$ cat src/logic/pfv_regs.svh
// pfv_regs.svh: command codes, field layout, reset values and limits for the
// switching-frequency and input-threshold command bank.
// assumes it is included by its bare name; definitions only.
`ifndef PFV_REGS_SVH
`define PFV_REGS_SVH

// command codes
`define PFV_CMD_RESTORE_ALL 8'h16
`define PFV_CMD_FSW 8'h33
`define PFV_CMD_VON 8'h35
`define PFV_CMD_VOFF 8'h36

// linear word layout
`define PFV_EXP_MSB 15
`define PFV_EXP_LSB 11
`define PFV_MAN_MSB 10
`define PFV_MAN_LSB 0

// threshold exponent reset value (-2, LSB of 0.25 V)
`define PFV_THR_EXP 5'h1E
// threshold decode shift, so decoded values come out in quarter volts
`define PFV_THR_SHIFT 2

// threshold hardware limits in quarter volts
`define PFV_VON_MIN_Q 16'h000A
`define PFV_VOFF_MIN_Q 16'h0009
`define PFV_THR_MAX_Q 16'h0049

// frequency request limits in kHz
`define PFV_FSW_MAX_KHZ 16'h0672

// band upper bounds (exclusive) and effective frequencies, in kHz
`define PFV_FSW_BOUNDS '{16'h00FA, 16'h012C, 16'h015E, 16'h019A, 16'h01F4, 16'h0258, \
    16'h02BC, 16'h0334, 16'h03E8, 16'h04B0, 16'h0578}
`define PFV_FSW_VALUES '{11'h0E1, 11'h113, 11'h145, 11'h177, 11'h1C2, 11'h226, \
    11'h28A, 11'h2EE, 11'h384, 11'h44C, 11'h514, 11'h5DC}
`define PFV_FSW_BANDS 11

`endif

$ cat src/logic/pfv_pkg.sv
// pfv_pkg: types and helper functions shared by the command bank modules.
// assumes pfv_regs.svh is on the include path.
`include "pfv_regs.svh"

package pfv_pkg;

    typedef struct packed {
        logic write;        // 1 = write word / send byte, 0 = read word
        logic [7:0] code;   // command code
        logic [15:0] data;  // write word
    } pfv_cmd_t;

    typedef struct packed {
        logic [10:0] fsw_khz; // effective switching frequency
        logic [6:0] von_q;    // turn-on threshold, 0.25 V units
        logic [6:0] voff_q;   // turn-off threshold, 0.25 V units
    } pfv_hw_t;

    // smallest exponent that keeps the mantissa positive in 11 bits
    function automatic logic [15:0] pfv_auto_word(input logic [10:0] khz);
        if (khz[10]) begin
            pfv_auto_word = {5'h01, 1'b0, khz[10:1]};
        end else begin
            pfv_auto_word = {5'h00, khz};
        end
    endfunction : pfv_auto_word

    // take a quarter-volt count, already floored by the decoder, and clip it into the hardware range
    function automatic logic [6:0] pfv_thr_clip(input logic [15:0] q, input logic [15:0] min_q);
        if (q < min_q) begin
            pfv_thr_clip = min_q[6:0];
        end else if (q > `PFV_THR_MAX_Q) begin
            pfv_thr_clip = 7'(`PFV_THR_MAX_Q);
        end else begin
            pfv_thr_clip = q[6:0];
        end
    endfunction : pfv_thr_clip

    // nvm holds only the mantissa; exponent -2 makes it a quarter-volt count
    function automatic logic [15:0] pfv_nvm_q(input logic [10:0] man);
        pfv_nvm_q = man[10] ? 16'h0000 : {5'h00, man};
    endfunction : pfv_nvm_q

endpackage : pfv_pkg

$ cat src/logic/pfv_linear_decode.sv
// pfv_linear_decode: linear word to unsigned magnitude, floored, saturating.
// assumes the caller checks neg_o; SHIFT scales the result (2 = quarter units).
`timescale 1ns/1ps
`include "pfv_regs.svh"

module pfv_linear_decode #(
    parameter int SHIFT = 0
) (
    input wire logic [15:0] word_i, // linear-format word
    output logic [15:0] value_o,    // |mantissa| * 2^(exp+SHIFT), floored
    output logic neg_o              // mantissa negative
);
    logic signed [5:0] e;
    logic [10:0] mag;
    logic [31:0] wide;

    always_comb begin
        e = $signed({word_i[`PFV_EXP_MSB], word_i[`PFV_EXP_MSB:`PFV_EXP_LSB]}) + 6'sd0 + 6'(SHIFT);
        neg_o = word_i[`PFV_MAN_MSB];
        mag = neg_o ? 11'(-word_i[`PFV_MAN_MSB:`PFV_MAN_LSB]) : word_i[`PFV_MAN_MSB:`PFV_MAN_LSB];
        wide = 32'h0;
        value_o = 16'h0;
        if (e < 6'sd0) begin
            wide = {21'h0, mag} >> 6'(-e); // RULE_17
            value_o = wide[15:0];
        end else if (e > 6'sd5) begin
            value_o = 16'hFFFF; // 11-bit magnitude shifted past 16 bits
        end else begin
            wide = {21'h0, mag} << e[2:0]; // RULE_17
            value_o = wide[15:0];
        end
    end

endmodule : pfv_linear_decode

$ cat src/logic/pfv_freq_map.sv
// pfv_freq_map: maps a decoded frequency request onto a supported step.
// assumes khz_i is already decoded to whole kHz.
`timescale 1ns/1ps
`include "pfv_regs.svh"

module pfv_freq_map (
    input wire logic [15:0] khz_i, // requested frequency, kHz
    output logic [10:0] eff_o      // effective frequency, kHz
);
    localparam logic [15:0] BOUND [`PFV_FSW_BANDS] = `PFV_FSW_BOUNDS;
    localparam logic [10:0] VALUE [`PFV_FSW_BANDS+1] = `PFV_FSW_VALUES;

    always_comb begin
        eff_o = VALUE[`PFV_FSW_BANDS];
        // walk downward so the lowest matching band wins
        for (int i = `PFV_FSW_BANDS - 1; i >= 0; i--) begin
            if (khz_i < BOUND[i]) begin
                eff_o = VALUE[i]; // RULE_04
            end
        end
    end

endmodule : pfv_freq_map

$ cat src/logic/pfv_top.sv
// pfv_top: switching-frequency and input turn-on/turn-off threshold commands,
// with the input-voltage start/stop supervisor that they steer.
// assumes a command front end that has already parsed bus transactions into
// single-cycle command strobes, and nvm values that are stable at reset release.
//
// Summary of operation
// RULE_01 - frequency command 33h, word access, exponent 15:11, mantissa 10:0, in kHz.
// RULE_02 - frequency write applies at once when idle, else waits for restore or undervoltage.
// RULE_03 - at reset the frequency exponent is derived from the stored frequency.
// RULE_04 - decoded frequency maps onto one of twelve supported effective steps.
// RULE_05 - host should avoid frequencies above 1100 kHz in stacked phases.
// RULE_06 - turn-on threshold command 35h in volts, exponent resets to -2.
// RULE_07 - conversion starts only once sensed input reaches the turn-on threshold.
// RULE_08 - out-of-range threshold writes are flagged as invalid data.
// RULE_09 - in-range thresholds accepted, rounded down when applied or restored.
// RULE_10 - turn-on hardware covers 2.50 V to 18.25 V in 0.25 V steps.
// RULE_11 - turn-off hardware covers 2.25 V to 18.25 V in 0.25 V steps.
// RULE_12 - low-input fault masked after power-on until input first exceeds turn-on.
// RULE_13 - only power-on reset re-arms the low-input fault mask.
// RULE_14 - turn-off threshold command 36h, exponent resets to -2.
// RULE_15 - enabled but below turn-off threshold sets the off-due-to-low-input bit.
// RULE_16 - host keeps turn-off below turn-on; device does not enforce it.
// RULE_17 - linear words decode as signed mantissa times two to signed exponent.
`timescale 1ns/1ps
`include "pfv_regs.svh"

module pfv_top
    import pfv_pkg::*;
(
    input wire logic clk_i,                   // 40 MHz clock
    input wire logic resetn_i,                // power-on reset, async, active low
    input wire logic cmd_valid_i,             // one-cycle command strobe
    input wire pfv_cmd_t cmd_i,               // command code, direction, write word
    output logic [15:0] rd_data_o,            // read word
    output logic rd_valid_o,                  // read word valid, one cycle
    output logic invalid_data_o,              // invalid data written, one cycle
    input wire logic on_off_en_i,             // on/off configuration enable met
    input wire logic analog_supply_input_supply_undervoltage_lockout_i,             // analog supply below undervoltage lockout
    input wire logic [7:0] vin_sense_q_i,     // sensed power-stage input, 0.25 V units
    input wire logic [10:0] nvm_fsw_khz_i,    // stored switching frequency, kHz
    input wire logic [10:0] nvm_start_threshold_mantissa_i,    // stored turn-on mantissa
    input wire logic [10:0] nvm_stop_threshold_mantissa_i,   // stored turn-off mantissa
    output pfv_hw_t hw_o,                     // values applied to the hardware
    output logic conv_active_o,               // power conversion running
    output logic vin_low_off_o,               // output off due to low input
    output logic low_vin_fault_o,             // unmasked low-input fault
    output logic low_vin_masked_o             // low-input fault still masked
);
    typedef enum logic {
        ST_LOAD,
        ST_RUN
    } pfv_state_t;

    // command bank state
    pfv_state_t state_ff, nxt_state;
    logic [15:0] fsw_word_ff, nxt_fsw_word;
    logic [15:0] von_word_ff, nxt_von_word;
    logic [15:0] voff_word_ff, nxt_voff_word;
    logic [10:0] fsw_pend_ff, nxt_fsw_pend;
    logic pend_ff, nxt_pend;
    pfv_hw_t hw_ff, nxt_hw;
    logic [15:0] rd_data_ff, nxt_rd_data;
    logic rd_valid_ff, nxt_rd_valid;
    logic invalid_ff, nxt_invalid;

    // supervisor state
    logic run_ff, nxt_run;
    logic mask_ff, nxt_mask;

    // decoders on the incoming word
    logic [15:0] fsw_dec, thr_dec, map_in;
    logic fsw_neg, thr_neg;
    logic [10:0] map_eff;
    logic is_write, is_read, do_load;
    logic fsw_ok, von_ok, voff_ok;

    pfv_linear_decode #(
        .SHIFT(0)
    ) u_fsw_dec (
        .word_i(cmd_i.data),
        .value_o(fsw_dec),
        .neg_o(fsw_neg)
    );

    pfv_linear_decode #(
        .SHIFT(`PFV_THR_SHIFT)
    ) u_thr_dec (
        .word_i(cmd_i.data),
        .value_o(thr_dec),
        .neg_o(thr_neg)
    );

    pfv_freq_map u_map (
        .khz_i(map_in),
        .eff_o(map_eff)
    );

    // a restore reloads every word from nvm, exactly like the power-on load
    always_comb begin
        is_write = cmd_valid_i && cmd_i.write && (state_ff == ST_RUN);
        is_read = cmd_valid_i && !cmd_i.write && (state_ff == ST_RUN);
        do_load = (state_ff == ST_LOAD) || (is_write && (cmd_i.code == `PFV_CMD_RESTORE_ALL));
        map_in = do_load ? {5'h00, nvm_fsw_khz_i} : fsw_dec;
        fsw_ok = !fsw_neg && (fsw_dec != 16'h0000) && (fsw_dec < `PFV_FSW_MAX_KHZ);
        // a fractional value above the minimum step floors to a legal step
        von_ok = !thr_neg && (thr_dec >= `PFV_VON_MIN_Q) && (thr_dec <= `PFV_THR_MAX_Q); // RULE_10
        voff_ok = !thr_neg && (thr_dec >= `PFV_VOFF_MIN_Q) && (thr_dec <= `PFV_THR_MAX_Q); // RULE_11
    end

    always_comb begin
        nxt_state = state_ff;
        nxt_fsw_word = fsw_word_ff;
        nxt_von_word = von_word_ff;
        nxt_voff_word = voff_word_ff;
        nxt_fsw_pend = fsw_pend_ff;
        nxt_pend = pend_ff;
        nxt_hw = hw_ff;
        nxt_rd_data = rd_data_ff;
        nxt_rd_valid = 1'b0;
        nxt_invalid = 1'b0;
        case (state_ff)
            ST_LOAD: begin
                nxt_state = ST_RUN;
            end
            ST_RUN: begin
                nxt_state = ST_RUN;
            end
            default: begin
                nxt_state = ST_LOAD;
            end
        endcase
        // an analog supply dip lets a blocked frequency reach the hardware; a frequency write
        // in the same cycle wins when not converting, else it becomes the new pending value
        if (analog_supply_input_supply_undervoltage_lockout_i && pend_ff && !do_load) begin
            nxt_hw.fsw_khz = fsw_pend_ff; // RULE_02
            nxt_pend = 1'b0;
        end
        if (do_load) begin
            nxt_fsw_word = pfv_auto_word(nvm_fsw_khz_i); // RULE_03
            nxt_von_word = {`PFV_THR_EXP, nvm_start_threshold_mantissa_i}; // RULE_06
            nxt_voff_word = {`PFV_THR_EXP, nvm_stop_threshold_mantissa_i}; // RULE_14
            nxt_hw.fsw_khz = map_eff; // RULE_02
            nxt_hw.von_q = pfv_thr_clip(pfv_nvm_q(nvm_start_threshold_mantissa_i), `PFV_VON_MIN_Q); // RULE_09
            nxt_hw.voff_q = pfv_thr_clip(pfv_nvm_q(nvm_stop_threshold_mantissa_i), `PFV_VOFF_MIN_Q); // RULE_09
            nxt_pend = 1'b0;
        end else if (is_write) begin
            if (cmd_i.code == `PFV_CMD_FSW) begin
                if (fsw_ok) begin
                    nxt_fsw_word = cmd_i.data; // RULE_01
                    if (!run_ff) begin
                        nxt_hw.fsw_khz = map_eff; // RULE_02
                        nxt_pend = 1'b0;
                    end else begin
                        nxt_fsw_pend = map_eff; // RULE_02
                        nxt_pend = 1'b1;
                    end
                end else begin
                    nxt_invalid = 1'b1;
                end
            end else if (cmd_i.code == `PFV_CMD_VON) begin
                if (von_ok) begin
                    nxt_von_word = cmd_i.data; // RULE_06
                    nxt_hw.von_q = pfv_thr_clip(thr_dec, `PFV_VON_MIN_Q); // RULE_09
                end else begin
                    nxt_invalid = 1'b1; // RULE_08
                end
            end else if (cmd_i.code == `PFV_CMD_VOFF) begin
                // no ordering check against the turn-on threshold RULE_16
                if (voff_ok) begin
                    nxt_voff_word = cmd_i.data; // RULE_14
                    nxt_hw.voff_q = pfv_thr_clip(thr_dec, `PFV_VOFF_MIN_Q); // RULE_09
                end else begin
                    nxt_invalid = 1'b1; // RULE_08
                end
            end
        end
        if (is_read) begin
            nxt_rd_valid = 1'b1;
            if (cmd_i.code == `PFV_CMD_FSW) begin
                nxt_rd_data = fsw_word_ff; // RULE_01
            end else if (cmd_i.code == `PFV_CMD_VON) begin
                nxt_rd_data = von_word_ff;
            end else if (cmd_i.code == `PFV_CMD_VOFF) begin
                nxt_rd_data = voff_word_ff;
            end else begin
                nxt_rd_data = 16'h0000;
            end
        end
    end

    always_ff @(posedge clk_i or negedge resetn_i) begin
        if (!resetn_i) begin
            state_ff <= ST_LOAD;
            fsw_word_ff <= 16'h0000;
            von_word_ff <= {`PFV_THR_EXP, 11'h000};
            voff_word_ff <= {`PFV_THR_EXP, 11'h000};
            fsw_pend_ff <= 11'h000;
            pend_ff <= 1'b0;
            hw_ff <= '0;
            rd_data_ff <= 16'h0000;
            rd_valid_ff <= 1'b0;
            invalid_ff <= 1'b0;
        end else begin
            state_ff <= nxt_state;
            fsw_word_ff <= nxt_fsw_word;
            von_word_ff <= nxt_von_word;
            voff_word_ff <= nxt_voff_word;
            fsw_pend_ff <= nxt_fsw_pend;
            pend_ff <= nxt_pend;
            hw_ff <= nxt_hw;
            rd_data_ff <= nxt_rd_data;
            rd_valid_ff <= nxt_rd_valid;
            invalid_ff <= nxt_invalid;
        end
    end

    // input-voltage supervisor
    logic at_von, below_voff;

    always_comb begin
        at_von = vin_sense_q_i >= {1'b0, hw_ff.von_q};
        below_voff = vin_sense_q_i < {1'b0, hw_ff.voff_q};
        nxt_run = run_ff;
        nxt_mask = mask_ff;
        if (state_ff == ST_LOAD || !on_off_en_i || analog_supply_input_supply_undervoltage_lockout_i || below_voff) begin
            nxt_run = 1'b0;
        end else if (at_von) begin
            nxt_run = 1'b1; // RULE_07
        end
        // the mask only ever clears; nothing but reset sets it again
        if (vin_sense_q_i > {1'b0, hw_ff.von_q} && state_ff == ST_RUN) begin
            nxt_mask = 1'b0; // RULE_12 RULE_13
        end
    end

    always_ff @(posedge clk_i or negedge resetn_i) begin
        if (!resetn_i) begin
            run_ff <= 1'b0;
            mask_ff <= 1'b1; // RULE_12
        end else begin
            run_ff <= nxt_run;
            mask_ff <= nxt_mask;
        end
    end

    assign rd_data_o = rd_data_ff;
    assign rd_valid_o = rd_valid_ff;
    assign invalid_data_o = invalid_ff;
    assign hw_o = hw_ff;
    assign conv_active_o = run_ff;
    assign vin_low_off_o = on_off_en_i && below_voff && (state_ff == ST_RUN); // RULE_15
    assign low_vin_fault_o = !mask_ff && below_voff && on_off_en_i; // RULE_12
    assign low_vin_masked_o = mask_ff;

endmodule : pfv_top

$ cat config.mk
export PLATFORM = sky130hd
export DESIGN_NAME = pfv_top
export DESIGN_NICKNAME = d
export VERILOG_FILES = /design/src/logic/pfv_pkg.sv /design/src/logic/pfv_linear_decode.sv /design/src/logic/pfv_freq_map.sv /design/src/logic/pfv_top.sv
export VERILOG_INCLUDE_DIRS = /design/src /design/src/logic
export SDC_FILE = /design/constraint.sdc
export NUM_CORES = 1
export LEC_CHECK = 0
export BUFFER_PORTS_ARGS = -buffer_cell sky130_fd_sc_hd__buf_2
export CELL_PAD_IN_SITES_DETAIL_PLACEMENT = 1
export CELL_PAD_IN_SITES_GLOBAL_PLACEMENT = 1
export CORE_MARGIN = 2
export CORE_UTILIZATION = 23
export CTS_BUF_LIST = sky130_fd_sc_hd__clkbuf_4 sky130_fd_sc_hd__clkbuf_8
export CTS_CLUSTER_DIAMETER = 50
export DETAILED_ROUTE_END_ITERATION = 8
export GPL_TIMING_DRIVEN = 1
export PLACE_DENSITY_LB_ADDON = 0.1
export SETUP_SLACK_MARGIN = 0.1
export SKIP_LAST_GASP = 1
export SLEW_MARGIN = 10
export SYNTH_ARGS = -nofsm -noshare
export SYNTH_HDL_FRONTEND = slang
export SYNTH_SLANG_ARGS = --single-unit
$ cat constraint.sdc
create_clock -name clk_i -period 3.6 [get_ports clk_i]
set_input_delay 0.72 -clock clk_i [delete_from_list [all_inputs] [get_ports clk_i]]
set_output_delay 0.72 -clock clk_i [all_outputs]
set_load 0.01 [all_outputs]
==> impl_metrics.toml <==
[worst_hold_path]
worst_hold_path_type = "in -> async"

[global_routing]
grt_max_degree = 44
grt_pass1_vias = 12000
grt_usage_pct = 22.7
antenna_found_initial = 0
overflow = 0
grt_pass1_wl_um = 75400

[sta]
relSlewSlack_pct = 32.3
fmax_mhz = 256
clock-skew-final_ps = 18.3
setup_slack_ps = -301
worst_pin_slew_ps = 1010
hold_ws_ps = 293
fin_crit_sh_pct = 108
rsz0062_at_grt = "yes"
setup_viol = 84
fin_tns_setup_ps = -16240
hold_viol_final = 0
period_needed_ps = 3900
slew_viol_final = 0

[power_and_ir_drop]
p_leak_uw = 0.00655
switching_power_uw = 1720
p_int_uw = 2570
combPwrFrac_pct = 48.3
power_density_mw_per_mm2 = 284
pwr-share-clk_pct = 18.4
swShare_pct = 40.1
ir_worst_vdd_uv = 127
power_frac_seq_pct = 33.2

[worst_setup_path]
crit_buf_inv = 3
criticalPathCategory = "in -> reg"
crit_family = "compound AO/OA/AOI/OAI gates"
end_kind = "flip-flop"
crit_fanout = 4
r2r_slack_ps = 790
required_ps = 3910
path_cells = "buf_8, inv_4, ha_4, or3b_4, a2111o_1, and2_4, a21oi_4, o211ai_1, buf_4, a221oi_4, or4b_4, a21o_4, a21boi_4, a221oi_2, mux2i_1"
startpoint_type = "primary input"
arrival_ps = 4210
critical_path.max_stage_delay_ps = 550
cpMaxStageDelayCell = "or4b_4"

[layout]
stdcell_count = 2168
register_area_sq_mm = 0.00266
fin_nets = 1723
multi_input_area_sq_mm = 0.00747
fill_cells = 4811
layout-drive-gt1-share_pct = 45.6
syn_to_final_growth_pct = 59.2
postLayoutCoreUtil_pct = 37.1

[routing]
ant_nets = 0
drtIter0Drc = 675
via_count = 11400
drc_errors = 0
dr.pass1.iters = 5
post_drt_wl_per_cell_um = 23.1
avgViaCountPerCell = 5.25
drt_wl_total_um = 50000

[die]
chipWidth_um = 207
ios = 118
core_sq_mm = 0.0407
initial_utilization_pct = 23.3
die_area_sq_mm = 0.0429
die_h_um = 207
row_count = 74

[synth]
synth-edff-count = 0
synth_cells = 1214
postSynthAreaPerCell_sq_um = 7.82
syn_nets = 1307
synth-seq-area-share_pct = 28.1
synthDistinctLibCells = 108
synth-async-reset-ratio_pct = 100
yosysWarnings = 0
ys.flop_type = "dfrtp_1"
ys_seq_elements = 106
netlist_area_sq_mm = 0.00949

[clock_network]
clk_latency_ps = 430
cts_sinks = 106
cts_tree = "done"
clockRootBuffer = "clkbuf_8"
htree_levels = 3
cts_buffer_depth = 2
cts_inserted_buffers = 9
ctsHoldBuffers = 0
clk_pin_slew_worst_paths_ps = 120

[placed_design]
place_congestion = 0.918
placedCellCount = 2102
port_buffers = 117
dpl.hpwl_um = 38700
post-place-ws_ps = -1020

[status]
status = "finished, violations left"
violations = "negative setup slack"

[flow_run]
maxCapViolations = 0
cell families (layout without fill, tap and decap cells):
kind of cell,after synthesis,in the layout,synth area share [%]
and+or+nand+nor,463,464,24.4
AOI/OAI and AO/OA,435,435,32.3
buffers and inverters,126,546,5.71
DFF,106,106,28.1
muxes,49,49,5.55
adders and majority gates,22,22,2.90
xor gates and xnor gates,12,12,1.11
other,1,2,0.0395
area by class of cell:
| type | count | area share, % |
|---|---|---|
| inverters | 39 | 1.15 |
| well taps | 532 | 4.41 |
| clock buffers | 9 | 0.820 |
| flip-flops and latches | 106 | 17.6 |
| diodes | 1 | 0.0166 |
| multi-input cells | 983 | 49.5 |
| repair buffers | 491 | 26.0 |
| clock inverters | 7 | 0.555 |
synth_stat cells, types with 6 or more instances:
cell type | n | area [sq um]
a2111oi_0 | 7 | 61.3
a211o_1 | 6 | 52.6
a211oi_1 | 14 | 105
a21o_1 | 20 | 150
a21oi_1 | 100 | 500
a221oi_1 | 24 | 210
a31o_2 | 9 | 78.8
a31oi_1 | 27 | 169
a41oi_1 | 6 | 52.6
and2_1 | 11 | 68.8
and3_1 | 7 | 43.8
buf_1 | 6 | 22.5
buf_2 | 37 | 185
clkbuf_1 | 41 | 154
dfrtp_1 | 97 | 2430
dfstp_2 | 9 | 236
ha_1 | 22 | 275
inv_1 | 34 | 128
mux2_2 | 14 | 158
mux2i_1 | 29 | 290
nand2_1 | 142 | 533
nand2b_1 | 25 | 156
nand3_1 | 23 | 115
nand4_1 | 7 | 43.8
nor2_1 | 114 | 428
nor2b_1 | 27 | 169
nor3_1 | 42 | 210
nor4_1 | 11 | 68.8
o2111ai_1 | 6 | 52.6
o211ai_1 | 12 | 90.1
o21a_1 | 8 | 60.1
o21ai_0 | 70 | 350
o21ai_1 | 19 | 95.1
o22ai_1 | 6 | 37.5
o31ai_1 | 16 | 120
o32ai_1 | 6 | 52.6
or3_1 | 8 | 50.1
xnor2_1 | 9 | 78.8
what timing repair did:
action,4_1_cts,5_1_grt
gates cloned,8,6
endpoints found under the setup margin,86,87
gates resized for setup,124,96
pin swaps,29,31
setup buffers,28,12
cell usage in the layout, fill, tap and decap left out, drive strengths merged, types with 7 or more instances in the layout:
cell type / count
inv: 38
o2111ai: 7
a21o: 21
a2111oi: 10
mux2: 19
o21ai: 90
nor4: 12
dfrtp: 97
nor3: 43
a211oi: 15
buf: 485
nor2b: 27
and2: 11
ha: 22
xnor2: 9
a31o: 10
a21boi: 8
and3: 7
or3: 8
nor2: 116
or2: 9
mux2i: 29
a31oi: 28
nand4: 7
o31ai: 17
nand2: 143
a221oi: 26
o21a: 8
nand3: 23
o211ai: 12
nand2b: 25
clkbuf: 15
dfstp: 9
a21oi: 100
worst register-to-register path, delay by kind of cell (launching register included):
kind                   cells  cell delay, ps
AOI/OAI and AO/OA          5            1000
muxes                      1             110
DFF                        1             460
and+or+nand+nor            2             770
buffers and inverters      2             350
registers in the layout, summed over array words and instances, names as in the netlist:
| signal | count |
|---|---|
| rd_valid_o | 1 |
| von_word_ff | 16 |
| low_vin_masked_o | 1 |
| fsw_pend_ff | 11 |
| fsw_word_ff | 16 |
| pend_ff | 1 |
| conv_active_o | 1 |
| hw_o | 25 |
| voff_word_ff | 16 |
| invalid_data_o | 1 |
| rd_data_o | 16 |
| state_ff | 1 |
path summary, 6_finish.rpt:
check,startpoint,endpoint,depth (start not counted)
setup / recovery,cmd_i[1],hw_o[19]$_DFF_PN0_,15
hold / removal,resetn_i,hw_o[5]$_DFFE_PN0P_,1
setup reg to reg,state_ff$_DFF_PN0_,hw_o[19]$_DFF_PN0_,10
hold reg to reg,voff_word_ff[12]$_DFFE_PN1P_,voff_word_ff[12]$_DFFE_PN1P_,2
max in group asynchronous,resetn_i,rd_data_o[0]$_DFFE_PN0P_,2
min in group clk_i,voff_word_ff[12]$_DFFE_PN1P_,voff_word_ff[12]$_DFFE_PN1P_,2
power by group through the flow:
stage	combinational [uW]	clock (uW)	sequential (uW)
finish	2070	790	1430
global route	2230	868	1450
CTS	1980	827	1420
detailed placement	1790	0	1440
global placement	1780	0	1440
floorplan	891	0	1450
stage by stage:
step / power [uW] / cell area (sq um)
after global placement: 3220 / 13200
after floorplan: 2350 / 10000
after CTS: 4230 / 14500
after detailed placement: 3240 / 13200
final: 4290 / 15100
after global routing: 4550 / 15100
metal layers:
| layer | GRT usage [%] | wire length, um | vias up |
|---|---|---|---|
| met5 | 0 | 0 | - |
| met4 | 6.43 | 1210 | 0 |
| met3 | 2.32 | 1320 | 42 |
| met2 | 38.9 | 24100 | 202 |
| met1 | 30.3 | 23300 | 5780 |
| li1 | - | - | 5367 |
Power figures use the tool's default switching activity.
